==> src/verilog/cst_pkg.sv <==
// constants for the coast stop and external trip control block
package cst_pkg;
   localparam int          CST_NUM_TERM       = 5;        // input terminals
   localparam logic [7:0]  CST_FN_COAST       = 8'h0B;    // function code 11
   localparam logic [7:0]  CST_FN_EXTFLT      = 8'h0C;    // function code 12
   localparam logic [7:0]  CST_FN_GUARD       = 8'h0D;    // function code 13
   localparam logic [7:0]  CST_FN_RESET       = 8'h12;    // function code 18
   localparam logic [7:0]  CST_ERR_NONE       = 8'h00;    // no error shown
   localparam logic [7:0]  CST_ERR_EXTFLT     = 8'h0C;    // external fault
   localparam logic [7:0]  CST_ERR_GUARD      = 8'h0D;    // power-up guard
   localparam int          CST_CLK_HZ         = 40000000; // system clock
   localparam int          CST_TICK_US        = 100;      // delay unit in us
   localparam int          CST_TICK_CYC       =
      (CST_CLK_HZ / 1000000) * CST_TICK_US;               // cycles per unit
   localparam int          CST_DIV_W          = 13;       // divider width
   localparam logic [CST_DIV_W-1:0] CST_DIV_LAST =
      CST_DIV_W'(CST_TICK_CYC - 1);                       // divider top
   localparam int          CST_DLY_W          = 16;       // delay width
   localparam logic [15:0] CST_DLY_ZERO       = 16'h0000; // no wait
   localparam logic        CST_RESTART_ZERO   = 1'b0;     // restart at 0 Hz
   localparam logic        CST_RESTART_MATCH  = 1'b1;     // match rotation
   typedef enum logic [1:0] {
      CST_ST_STOP  = 2'b00,   // output off, idle
      CST_ST_RUN   = 2'b01,   // driving motor
      CST_ST_COAST = 2'b11,   // coasting, coast input or restart wait
      CST_ST_TRIP  = 2'b10    // latched trip
   } cst_state_t;
endpackage : cst_pkg

==> src/verilog/cst_ctrl.sv <==
// coast stop and external trip control
`timescale 1ns/10ps
// What this block does
// code 11 maps terminal to coast stop
// coast active holds output disabled
// release restarts only if run held
// restart from zero or matched speed
// restart delay, zero means no wait
// per terminal polarity setting
// code 12 fault rising edge latches trip
// trip stops output, alarm at once
// fault release never clears trip
// falling edge no event, history kept
// only reset clears trip, alarm off
// run still held after reset resumes
// guard needs new run edge after keypad clear
// guard: run at power-up trips
// polarity, sync, then edge detect
module cst_ctrl
   import cst_pkg::*;
(
   input  wire logic        clk_sys,        // system clock, 40 MHz
   input  wire logic        rst,            // sync reset, power-up
   input  wire logic [4:0]  term_pin,       // raw terminal levels
   input  wire logic [39:0] input_function_assign, // 8-bit code per pin
   input  wire logic [4:0]  input_polarity_setting, // 1 = active low
   input  wire logic        run_cmd,        // run command level
   input  wire logic        keypad_reset,   // keypad reset pulse
   input  wire logic        restart_speed_select, // 1 = match rotation
   input  wire logic [15:0] restart_delay,  // wait in 100 us units
   output logic             output_enable,  // power stage on
   output logic             speed_match,    // resume matching rotation
   output logic             alarm_out,      // alarm relay
   output logic [7:0]       error_code,     // displayed error
   output logic [3:0]       trip_count      // recorded external fault trips
);
   logic [4:0]            lvl;            // clean active levels
   logic [4:0]            rise;           // off-to-on pulses
   logic [4:0]            fall;           // on-to-off pulses
   logic                  coast_stop_input;     // mapped coast level
   logic                  external_fault_input; // mapped fault edge
   logic                  powerup_autostart_guard; // mapped guard level
   logic                  reset_input_terminal;   // reset terminal edge
   logic                  run_q;          // run command history
   logic                  run_rise;       // new run edge
   logic                  first_q;        // first cycle after reset
   logic                  arm_q;          // autostart allowed
   logic                  clear_req;      // trip clear request
   cst_state_t            st_q;           // control state
   cst_state_t            st_d;           // next control state
   logic [CST_DIV_W-1:0]  div_q;          // unit tick divider
   logic                  tick;           // one-cycle unit pulse
   logic [CST_DLY_W-1:0]  wait_q;         // restart wait counter

   // one conditioner per terminal
   genvar gi;
   generate
      for (gi = 0; gi < CST_NUM_TERM; gi++) begin : g_term
         cst_term_in u_term (
            .clk_sys (clk_sys),
            .rst     (rst),
            .pin     (term_pin[gi]),
            .invert  (input_polarity_setting[gi]),
            .level   (lvl[gi]),
            .rise    (rise[gi]),
            .fall    (fall[gi])
         );
      end
   endgenerate

   // function routing by assigned code
   always_comb begin
      coast_stop_input        = 1'b0;
      external_fault_input    = 1'b0;
      powerup_autostart_guard = 1'b0;
      reset_input_terminal    = 1'b0;
      for (int i = 0; i < CST_NUM_TERM; i++) begin
         // coast stop is a level
         if (input_function_assign[8*i +: 8] == CST_FN_COAST)
            coast_stop_input = coast_stop_input | lvl[i];
         // only the off-to-on edge trips; fall is ignored
         if (input_function_assign[8*i +: 8] == CST_FN_EXTFLT)
            external_fault_input = external_fault_input | rise[i];
         // guard is enabled by holding its terminal on
         if (input_function_assign[8*i +: 8] == CST_FN_GUARD)
            powerup_autostart_guard = powerup_autostart_guard | lvl[i];
         // reset terminal acts on release
         if (input_function_assign[8*i +: 8] == CST_FN_RESET)
            reset_input_terminal = reset_input_terminal | fall[i];
      end
   end

   assign run_rise  = run_cmd & ~run_q;
   assign clear_req = keypad_reset | reset_input_terminal;

   // run history and power-up marker
   always_ff @(posedge clk_sys) begin
      if (rst) begin
         run_q   <= 1'b0;
         first_q <= 1'b1;
      end else begin
         run_q   <= run_cmd;
         first_q <= 1'b0;
      end
   end

   // unit tick divider
   always_ff @(posedge clk_sys) begin
      if (rst || div_q == CST_DIV_LAST) begin
         div_q <= '0;
      end else begin
         div_q <= div_q + 1'b1;
      end
   end
   assign tick = (div_q == CST_DIV_LAST);

   // next state
   always_comb begin
      st_d = st_q;
      unique case (st_q)
         CST_ST_STOP: begin
            if (external_fault_input) begin
               st_d = CST_ST_TRIP;
            end else if (run_cmd && arm_q && !coast_stop_input) begin
               st_d = CST_ST_RUN;
            end else if (run_cmd && arm_q) begin
               st_d = CST_ST_COAST;
            end
         end
         CST_ST_RUN: begin
            if (external_fault_input) begin
               st_d = CST_ST_TRIP;
            end else if (coast_stop_input) begin
               st_d = CST_ST_COAST;
            end else if (!run_cmd) begin
               st_d = CST_ST_STOP;
            end
         end
         CST_ST_COAST: begin
            if (external_fault_input) begin
               st_d = CST_ST_TRIP;
            end else if (!run_cmd) begin
               st_d = CST_ST_STOP;
            end else if (!coast_stop_input &&
                         (restart_delay == CST_DLY_ZERO ||
                          wait_q == CST_DLY_ZERO)) begin
               st_d = CST_ST_RUN;
            end
         end
         CST_ST_TRIP: begin
            if (clear_req) begin
               st_d = CST_ST_STOP;
            end
         end
      endcase
   end

   // state register; power-up guard check
   always_ff @(posedge clk_sys) begin
      if (rst) begin
         st_q <= CST_ST_STOP;
      end else if (first_q && powerup_autostart_guard && run_cmd) begin
         st_q <= CST_ST_TRIP;
      end else begin
         st_q <= st_d;
      end
   end

   // autostart permission after a clear
   always_ff @(posedge clk_sys) begin
      if (rst) begin
         arm_q <= 1'b1;
      end else if (st_q == CST_ST_TRIP && clear_req) begin
         arm_q <= ~powerup_autostart_guard | reset_input_terminal;
      end else if (run_rise || !run_cmd) begin
         arm_q <= 1'b1;
      end
   end

   // restart wait counter, loaded while coast input held
   always_ff @(posedge clk_sys) begin
      if (rst) begin
         wait_q <= CST_DLY_ZERO;
      end else if (st_q != CST_ST_COAST || coast_stop_input) begin
         wait_q <= restart_delay;
      end else if (tick && wait_q != CST_DLY_ZERO) begin
         wait_q <= wait_q - 1'b1;
      end
   end

   // power stage and restart mode
   always_ff @(posedge clk_sys) begin
      if (rst) begin
         output_enable <= 1'b0;
         speed_match   <= 1'b0;
      end else begin
         output_enable <= (st_d == CST_ST_RUN) &&
                          !(first_q && powerup_autostart_guard);
         if (st_q == CST_ST_COAST && st_d == CST_ST_RUN)
            speed_match <= restart_speed_select
                           == CST_RESTART_MATCH;
         else if (st_d != CST_ST_RUN)
            speed_match <= 1'b0;
      end
   end

   // alarm and error display
   always_ff @(posedge clk_sys) begin
      if (rst) begin
         alarm_out  <= 1'b0;
         error_code <= CST_ERR_NONE;
      end else if (first_q && powerup_autostart_guard && run_cmd) begin
         alarm_out  <= 1'b1;
         error_code <= CST_ERR_GUARD;
      end else if (st_q != CST_ST_TRIP && st_d == CST_ST_TRIP) begin
         alarm_out  <= 1'b1;
         error_code <= CST_ERR_EXTFLT;
      end else if (st_d != CST_ST_TRIP) begin
         alarm_out  <= 1'b0;
         error_code <= CST_ERR_NONE;
      end
   end

   // trip history, cleared only by reset
   always_ff @(posedge clk_sys) begin
      if (rst) begin
         trip_count <= 4'h0;
      end else if (st_q != CST_ST_TRIP && st_d == CST_ST_TRIP &&
                   trip_count != 4'hF) begin
         trip_count <= trip_count + 4'h1;
      end
   end

   // checks on trip, coast, restart and guard behaviour
   a_trip_alarm: assert property (
      @(posedge clk_sys) disable iff (rst)
      (st_q != CST_ST_TRIP && st_d == CST_ST_TRIP) |=> alarm_out)
      else $error("alarm not raised on trip");
   a_trip_stays: assert property (
      @(posedge clk_sys) disable iff (rst)
      (st_q == CST_ST_TRIP && !clear_req) |=> st_q == CST_ST_TRIP)
      else $error("trip left without clear");
   a_coast_off: assert property (
      @(posedge clk_sys) disable iff (rst)
      coast_stop_input |=> !output_enable)
      else $error("output on while coasting");
   a_run_needed: assert property (
      @(posedge clk_sys) disable iff (rst)
      !run_cmd |=> !output_enable)
      else $error("output on without run");
   a_trip_off: assert property (
      @(posedge clk_sys) disable iff (rst)
      st_q == CST_ST_TRIP |-> !output_enable)
      else $error("output on in trip");
   a_fault_code: assert property (
      @(posedge clk_sys) disable iff (rst)
      (external_fault_input && st_q != CST_ST_TRIP && !first_q)
      |=> error_code == CST_ERR_EXTFLT)
      else $error("fault code not shown");
   a_clear_alarm: assert property (
      @(posedge clk_sys) disable iff (rst)
      (st_q == CST_ST_TRIP && clear_req) |=> !alarm_out)
      else $error("alarm kept after clear");
   a_zero_delay: assert property (
      @(posedge clk_sys) disable iff (rst)
      (st_q == CST_ST_COAST && !coast_stop_input && run_cmd &&
       !external_fault_input && restart_delay == CST_DLY_ZERO)
      |=> output_enable)
      else $error("zero delay still waited");
   a_guard_trip: assert property (
      @(posedge clk_sys) disable iff (rst)
      (first_q && powerup_autostart_guard && run_cmd)
      |=> (error_code == CST_ERR_GUARD && !output_enable))
      else $error("guard trip missing");
   a_count_step: assert property (
      @(posedge clk_sys) disable iff (rst)
      $changed(trip_count) |-> trip_count == $past(trip_count) + 4'h1)
      else $error("trip history not monotonic");
   a_fall_no_trip: assert property (
      @(posedge clk_sys) disable iff (rst)
      (st_q != CST_ST_TRIP && !external_fault_input && !first_q)
      |=> st_q != CST_ST_TRIP)
      else $error("trip without fault edge");
   a_clear_stop: assert property (
      @(posedge clk_sys) disable iff (rst)
      (st_q == CST_ST_TRIP && clear_req) |=> st_q == CST_ST_STOP)
      else $error("clear did not return to stop");
   a_guard_rearm: assert property (
      @(posedge clk_sys) disable iff (rst)
      (st_q == CST_ST_TRIP && clear_req && !reset_input_terminal &&
       powerup_autostart_guard) |=> (!output_enable) [*2])
      else $error("guarded clear restarted at once");
   a_restart_run: assert property (
      @(posedge clk_sys) disable iff (rst)
      (st_q == CST_ST_TRIP && clear_req && !powerup_autostart_guard)
      ##1 (run_cmd && !coast_stop_input && !external_fault_input)
      |=> output_enable)
      else $error("no restart with run held");
   a_speed_match: assert property (
      @(posedge clk_sys) disable iff (rst)
      (st_q == CST_ST_COAST && st_d == CST_ST_RUN &&
       restart_speed_select == CST_RESTART_MATCH) |=> speed_match)
      else $error("restart did not match speed");
   a_speed_zero: assert property (
      @(posedge clk_sys) disable iff (rst)
      (st_q == CST_ST_COAST && st_d == CST_ST_RUN &&
       restart_speed_select == CST_RESTART_ZERO) |=> !speed_match)
      else $error("restart from zero flagged match");
   a_coast_enter: assert property (
      @(posedge clk_sys) disable iff (rst)
      (st_q == CST_ST_RUN && coast_stop_input && !external_fault_input)
      |=> st_q == CST_ST_COAST)
      else $error("coast input did not coast");
   a_wait_hold: assert property (
      @(posedge clk_sys) disable iff (rst)
      (st_q == CST_ST_COAST && wait_q != CST_DLY_ZERO &&
       restart_delay != CST_DLY_ZERO) |=> !output_enable)
      else $error("restart before delay ran out");
endmodule // cst_ctrl

==> src/verilog/cst_term_in.sv <==
// one input terminal: polarity, double flop, edge detect
`timescale 1ns/10ps
module cst_term_in (
   input  wire logic clk_sys,     // system clock
   input  wire logic rst,         // sync reset, active high
   input  wire logic pin,         // raw terminal level
   input  wire logic invert,      // polarity: 1 = active low
   output logic      level,       // clean active level
   output logic      rise,        // off-to-on pulse
   output logic      fall         // on-to-off pulse
);
   logic meta_q;                  // first sync stage
   logic sync_q;                  // second sync stage
   logic last_q;                  // previous clean level

   // polarity then two flops; free running so levels are settled
   // by the time reset ends, which the power-up guard check needs
   always_ff @(posedge clk_sys) begin
      meta_q <= pin ^ invert;
      sync_q <= meta_q;
   end

   // history for edge detect; tracks through reset, no false edge
   always_ff @(posedge clk_sys) begin
      last_q <= sync_q;
   end

   assign level = sync_q;
   assign rise  = sync_q & ~last_q & ~rst;
   assign fall  = ~sync_q & last_q & ~rst;
endmodule // cst_term_in
==> config.mk <==
export PLATFORM = sky130hd
export DESIGN_NAME = cst_ctrl
export DESIGN_NICKNAME = d
export VERILOG_FILES = /design/src/verilog/cst_pkg.sv /design/src/verilog/cst_ctrl.sv /design/src/verilog/cst_term_in.sv
export SDC_FILE = /design/constraint.sdc
export NUM_CORES = 1
export LEC_CHECK = 0
export ABC_AREA = 1
export BUFFER_PORTS_ARGS = -buffer_cell sky130_fd_sc_hd__buf_2
export CAP_MARGIN = 30
export CORE_MARGIN = 2
export CORE_UTILIZATION = 58
export DETAILED_ROUTE_END_ITERATION = 10
export PLACE_DENSITY = 0.86
export SYNTH_ARGS = -nofsm -noshare
export SYNTH_HDL_FRONTEND = slang
export SYNTH_SLANG_ARGS = --single-unit
export TNS_END_PERCENT = 5
==> constraint.sdc <==
create_clock -name clk_sys -period 4.7 [get_ports clk_sys]
set_clock_uncertainty 0.05 [all_clocks]
set_input_delay 0.235 -clock clk_sys [delete_from_list [all_inputs] [get_ports clk_sys]]
set_output_delay 0.235 -clock clk_sys [all_outputs]
set_load 0.02 [all_outputs]
; Word level (Yosys, flattened, before mapping)
; Index checks and enable logic that the tools add are counted.
[word_totals]
ff_bits = 59
latch_bits = 0
mem_bits_rw = 0
rom_bits = 0
in_bits = 71
out_inout_bits = 15
mem_count = 0
[classes]
add_sub_neg = 3
n_mul = 0
div_mod_pow = 0
n_lt_le_gt_ge = 0
n_eq_ne = 31
shift = 0
mux = 45
bitwise = 57
reduce_logical = 27
[ops]
columns = op, count
row1 = "8-bit by 4-bit equality test with 1-bit output, second input constant", 15
row2 = "8-bit by 5-bit equality test with 1-bit output, second input constant", 5
row3 = 16-bit zero test, 2
row4 = 16-bit two-way mux, 2
row5 = 1-bit two-way mux, 28
row6 = 2-bit two-way mux, 11
row7 = 1-bit bitwise AND, 21
row8 = 1-bit OR, 18
row9 = 16-bit nonzero test, 1
row10 = "16-bit by 1-bit subtractor with 16-bit output, second input constant", 1
row11 = "13-bit by 1-bit adder with 13-bit output, second input constant", 1
row12 = "13-bit by 12-bit equality test with 1-bit output, second input constant", 1
row13 = 1-bit inverter, 13
row14 = 4-bit two-way mux, 3
row15 = 1-bit logical AND, 11
row16 = 2-bit case mux with 4 select lines, 1
row17 = "2-bit equality test, second input constant", 3
row18 = "2-bit != test, second input constant", 3
row19 = 2-bit nonzero test, 3
row20 = 1-bit XOR, 5
row21 = "4-bit by 1-bit adder with 4-bit output, second input constant", 1
row22 = "2-bit by 1-bit equality test with 1-bit output, second input constant", 2
row23 = 1-bit logical OR, 4
row24 = "4-bit != test, second input constant", 1
row25 = 5 further kinds, 7

; Depth between registers and ports, before layout
[logic_depth]
ltp_word = 20
ltp_mapped = 16
mapped_depth_nobuf = 16

; Cells and area by module
; From an unflattened synthesis, not the netlist that was laid out.
[unflattened]
hier_cells = 516
area_unflattened_um2 = 3359.5
[modules_own_cells]
columns = module, n_inst, cells_each, area_each_um2
row1 = cst_ctrl, 1, 446, 2852.7
row2 = cst_term_in, 5, 14, 101.3

; Worst setup path before layout
; No wires, ideal clock.
[synth_path]
path_kind = reg-to-reg
from = reg wait_q[0]
to = reg trip_count[2]
setup_ns = 0.110
t_arrival_ns = 1.574
t_required_ns = 4.540
slack_ns = 2.965
path_stages_with_launch = 15
path_buffers = 0
period_less_slack_ns = 1.735
path_cell_list = dfxtp_1 > inv_1 > ha_1 > nand3_2 > nor2_2 > nand2_1 > nand2_1 > nand4_1 > nand3_2 > nand2_2 > nand4_4 > nor2_4 > nand2_2 > nor2_2 > nor2_1
[synth_between]
elab_chain_len = 10
[synth_lines]
columns = item, line
row1 = start: declaration, cst_ctrl.sv:53  ; logic [CST_DLY_W-1:0] wait_q;
row2 = start signal: assignment, cst_ctrl.sv:185  ; wait_q <= restart_delay;
row3 = start signal: assignment, cst_ctrl.sv:187  ; wait_q <= wait_q - 1'b1;
row4 = 16-bit zero test, cst_ctrl.sv:146  ; wait_q == CST_DLY_ZERO)) begin
row5 = 1-bit logical OR, cst_ctrl.sv:145  ; (restart_delay == CST_DLY_ZERO ||
row6 = 1-bit logical AND, cst_ctrl.sv:144  ; end else if (!coast_stop_input &&
row7 = 2-bit two-way mux, cst_ctrl.sv:144
row8 = 2-bit two-way mux, cst_ctrl.sv:142  ; end else if (!run_cmd) begin
row9 = 2-bit two-way mux, cst_ctrl.sv:140  ; if (external_fault_input) begin
row10 = 2-bit case mux with 4 select lines, cst_ctrl.sv:120  ; unique case (st_q)
row11 = 2-bit equality test, cst_ctrl.sv:228  ; end else if (st_q != CST_ST_TRIP && st_d == CST_ST_TRIP &&
row12 = 1-bit logical AND (2 in series), cst_ctrl.sv:228
row13 = end signal: assignment, cst_ctrl.sv:230  ; trip_count <= trip_count + 4'h1;
row14 = end: declaration, cst_ctrl.sv:35  ; output logic [3:0] trip_count
; Every way passes these cells.
; A chain may end at the register's enable or synchronous reset.

; Worst setup path after layout
[layout_path]
from = reg wait_q[0]
to = reg wait_q[13]
[layout_between]
elab_chain_len = 3
word_cells_on_any_way = 6
classes_between = add/sub: 1 / mux: 2 / reduce/logical: 3
[layout_lines]
columns = item, line
row1 = 16-bit by 1-bit subtractor with 16-bit output / 16-bit nonzero test (equally long branches), "cst_ctrl.sv:187, cst_ctrl.sv:186"
row2 = 16-bit two-way mux / 1-bit logical AND (equally long branches), cst_ctrl.sv:186  ; end else if (tick && wait_q != CST_DLY_ZERO) begin
row3 = 16-bit two-way mux / 2-bit nonzero test (equally long branches), n/a
; Several ways; a longest one is shown, not always the timed one. The select of a mux whose other input is x is not followed.

==> results.toml <==
[drt]
routed_via_density = 5.242
avgRoutedWirePerCell_um = 12.51
routed_wl_um = 8105
first_pass_iters = 5
drtIter0Drc = 289
vias = 3397
drc_errors = 0
ant_nets = 0

[timing]
tns_ns = 0
hold_violations = 0
timing.slew.headroom_pct = 67.17
min_period_over_period_pct = 42.63
rsz0062_at_grt = "no"
finalSetupViolCount = 0
period_minus_slack_ns = 2.004
tightest_slew_ns = 0.4879
max_freq_ghz = 0.4991
finalMaxSlewViolations = 0

[clock_tree]
post_cts_buffers = 0
cts_sinks = 57
ctsHtreeMaxLevel = 3
numCtsBuffers = 9
clock_latency_ns = 0.35
cts_buffer_depth = 2
cts_tree = "yes"
path_clk_slew_ns = 0.06
ctsResizeCount = 0
cts_root_buf = "clkbuf_8"
postCtsHoldBufs = 0

[placement]
io_buffers = 80
gp_congestion = 0.8658
place_inst = 632
placed_area_mm2 = 0.003825
dp_hpwl_um = 6153

[hold_path]
holdCritPathClass = "in -> reg"

[cells_and_area]
fin_cells = 648
drive_above_1_share_pct = 24.65
finalInstanceArea_mm2 = 0.004068
area_delta_synth_final_pct = 19.61
final_common_cell = "nand2_1"
nets = 645
antenna_cells = 0
final_cell_mix = "96 x nand2_1, 80 x buf_2, 70 x nor2_1"

[worst_setup_path]
worstPathCellList = "inv_1 -> ha_1 -> nand3_2 -> nor2_2 -> nand2_1 -> nand4_1 -> nor2_2 -> a22oi_1 -> a21oi_1"
cp_data_required_time_ns = 4.92
cp_top_family = "simple AND/OR/NAND/NOR gates"
cp_num_buf_inv = 1
setup.worst_path.end_class = "flip-flop"
critPathKind = "reg -> reg"
cpMostUsedCell = "nor2_2"
arrival_ns = 2.22
slowest_delay_ns = 0.43
worst-path-max-fanout = 9
critPathSlowestCell = "nor2_2"
cp-start-kind = "flip-flop"

[global_route]
met3_usage_pct = 7.978
met2_usage_pct = 46.33
grt_pass1_wl_um = 13740
busiest_layer = "met2"
grtUsageMet1_pct = 32.55
grt_pass1_vias = 3205
grt_max_degree = 23
grt_usage_pct = 27.04
antenna_found_initial = 0
overflow = 0

[power_and_ir_drop]
leakage_nw = 1.877
ir_worst_vdd_mv = 0.2151
power_density_mw_per_mm2 = 305.6

[synth]
ys_top_cells_by_area = "dfxtp_1 34%, nand2_1 11%, nor2_1 7.7%"
ys_warn_count = 0
yosysTopAreaCell = "dfxtp_1"
seq_area_frac_synth_pct = 33.55
synth.distinct_cells = 48
ys_ff_latch = 57
synthCells = 488
avgSynthCellArea_um2 = 6.969
syn_area_mm2 = 0.003401
yosysTopAreaCellShare_pct = 33.55

[floorplan]
die_y_um = 80.57
core_mm2 = 0.005574
num_io_pins = 86
num_rows = 27
initial_utilization_pct = 61.01
die_x_um = 80.57
die_area_mm2 = 0.006492

[flow_run]
drv_cap = 0

[run_status]
status = "complete, no violations"
==> registers in the layout (all words and copies together) (netlist names) <==
signal	count
wait_q	16
div_q	13
g_term.u_term.last_q	5
g_term.u_term.level	5
g_term.u_term.meta_q	5
trip_count	4
st_q	2
alarm_out	1
arm_q	1
error_code	1
first_q	1
output_enable	1
run_q	1
speed_match	1
==> worst paths after layout <==
path                                              start                      end  slack (ns)  depth (start not counted)
worst max-delay path                          wait_q[0]               wait_q[13]        2.70                          9
worst min-delay path                        term_pin[3]  g_term[3].u_term.meta_q        0.02                          2
worst max register to register                wait_q[0]               wait_q[13]        2.70                          9
worst min register to register  g_term[2].u_term.meta_q   g_term[2].u_term.level        0.27                          0
==> layer usage <==
layer  up-vias  share of wire (%)
met2       112                 50
met3        12                5.7
li1       1744                  -
met1      1529                 43
met5         -                  0
met4         0                1.2
==> cell families (layout without fill, tap and decap cells) <==
group | count (synthesis) | count (layout) | synth area share, %
simple gates | 271 | 271 | 39.62
flops | 57 | 57 | 33.55
xor+xnor | 20 | 20 | 5.151
other cells | 1 | 5 | 0.1103
buf+inv | 77 | 161 | 9.639
compound gates | 59 | 59 | 10.82
fa+ha+maj | 3 | 3 | 1.104
==> synthesized netlist by cell type, drive strengths merged <==
library cell  count
a31oi             1
o211ai            3
o21a              1
nor4              5
inv              64
clkbuf            1
or2               4
a22oi            11
o21bai            1
nor2             81
a211o             1
nand4            11
o21ai            14
nor3             19
xnor2             5
nor3b             5
and2              1
dfxtp            57
xor2             15
buf              11
conb              1
ha                3
nand2           107
clkinv            1
a21oi            26
nand3b            5
nand3            33
a211oi            1
==> where the power goes <==
group / internal [W] / total, W / switching, W / leakage (nW)
Combinational: 0.0000609 / 0.000143 / 0.0000820 / 1.28
Sequential: 0.000510 / 0.000532 / 0.0000224 / 0.471
Clock: 0.000364 / 0.000568 / 0.000204 / 0.126
Total: 0.000934 / 0.00124 / 0.000309 / 1.88
==> layout make-up <==
| class | instances | area (um2) |
|---|---|---|
| Clock buffer | 10 | 137.6 |
| Clock inverter | 6 | 105.1 |
| Fill cell | 453 | 1506 |
| Inverter | 65 | 246.5 |
| Multi-Input combinational cell | 358 | 1947 |
| Sequential cell | 57 | 1141 |
| Tap cell | 72 | 90.09 |
| Timing Repair Buffer | 80 | 400.4 |
==> metrics by stage <==
step / util, % / total power [W] / hold WS, ns / setup WS [ns]
6_report: 72.97 / 0.001243 / 0.02439 / 2.696
5_1_grt: 72.97 / 0.001291 / 0.001406 / 2.541
4_1_cts: 72.97 / 0.001244 / 0.01636 / 2.714
3_5_place_dp: 68.62 / 0.0006825 / 0.2621 / 2.714
3_3_place_gp: 68.62 / 0.0006766 / 0.2613 / 2.786
2_1_floorplan: - / 0.0006270 / 0.2127 / 2.965
No activity file was read; power rests on OpenSTA's default activity.
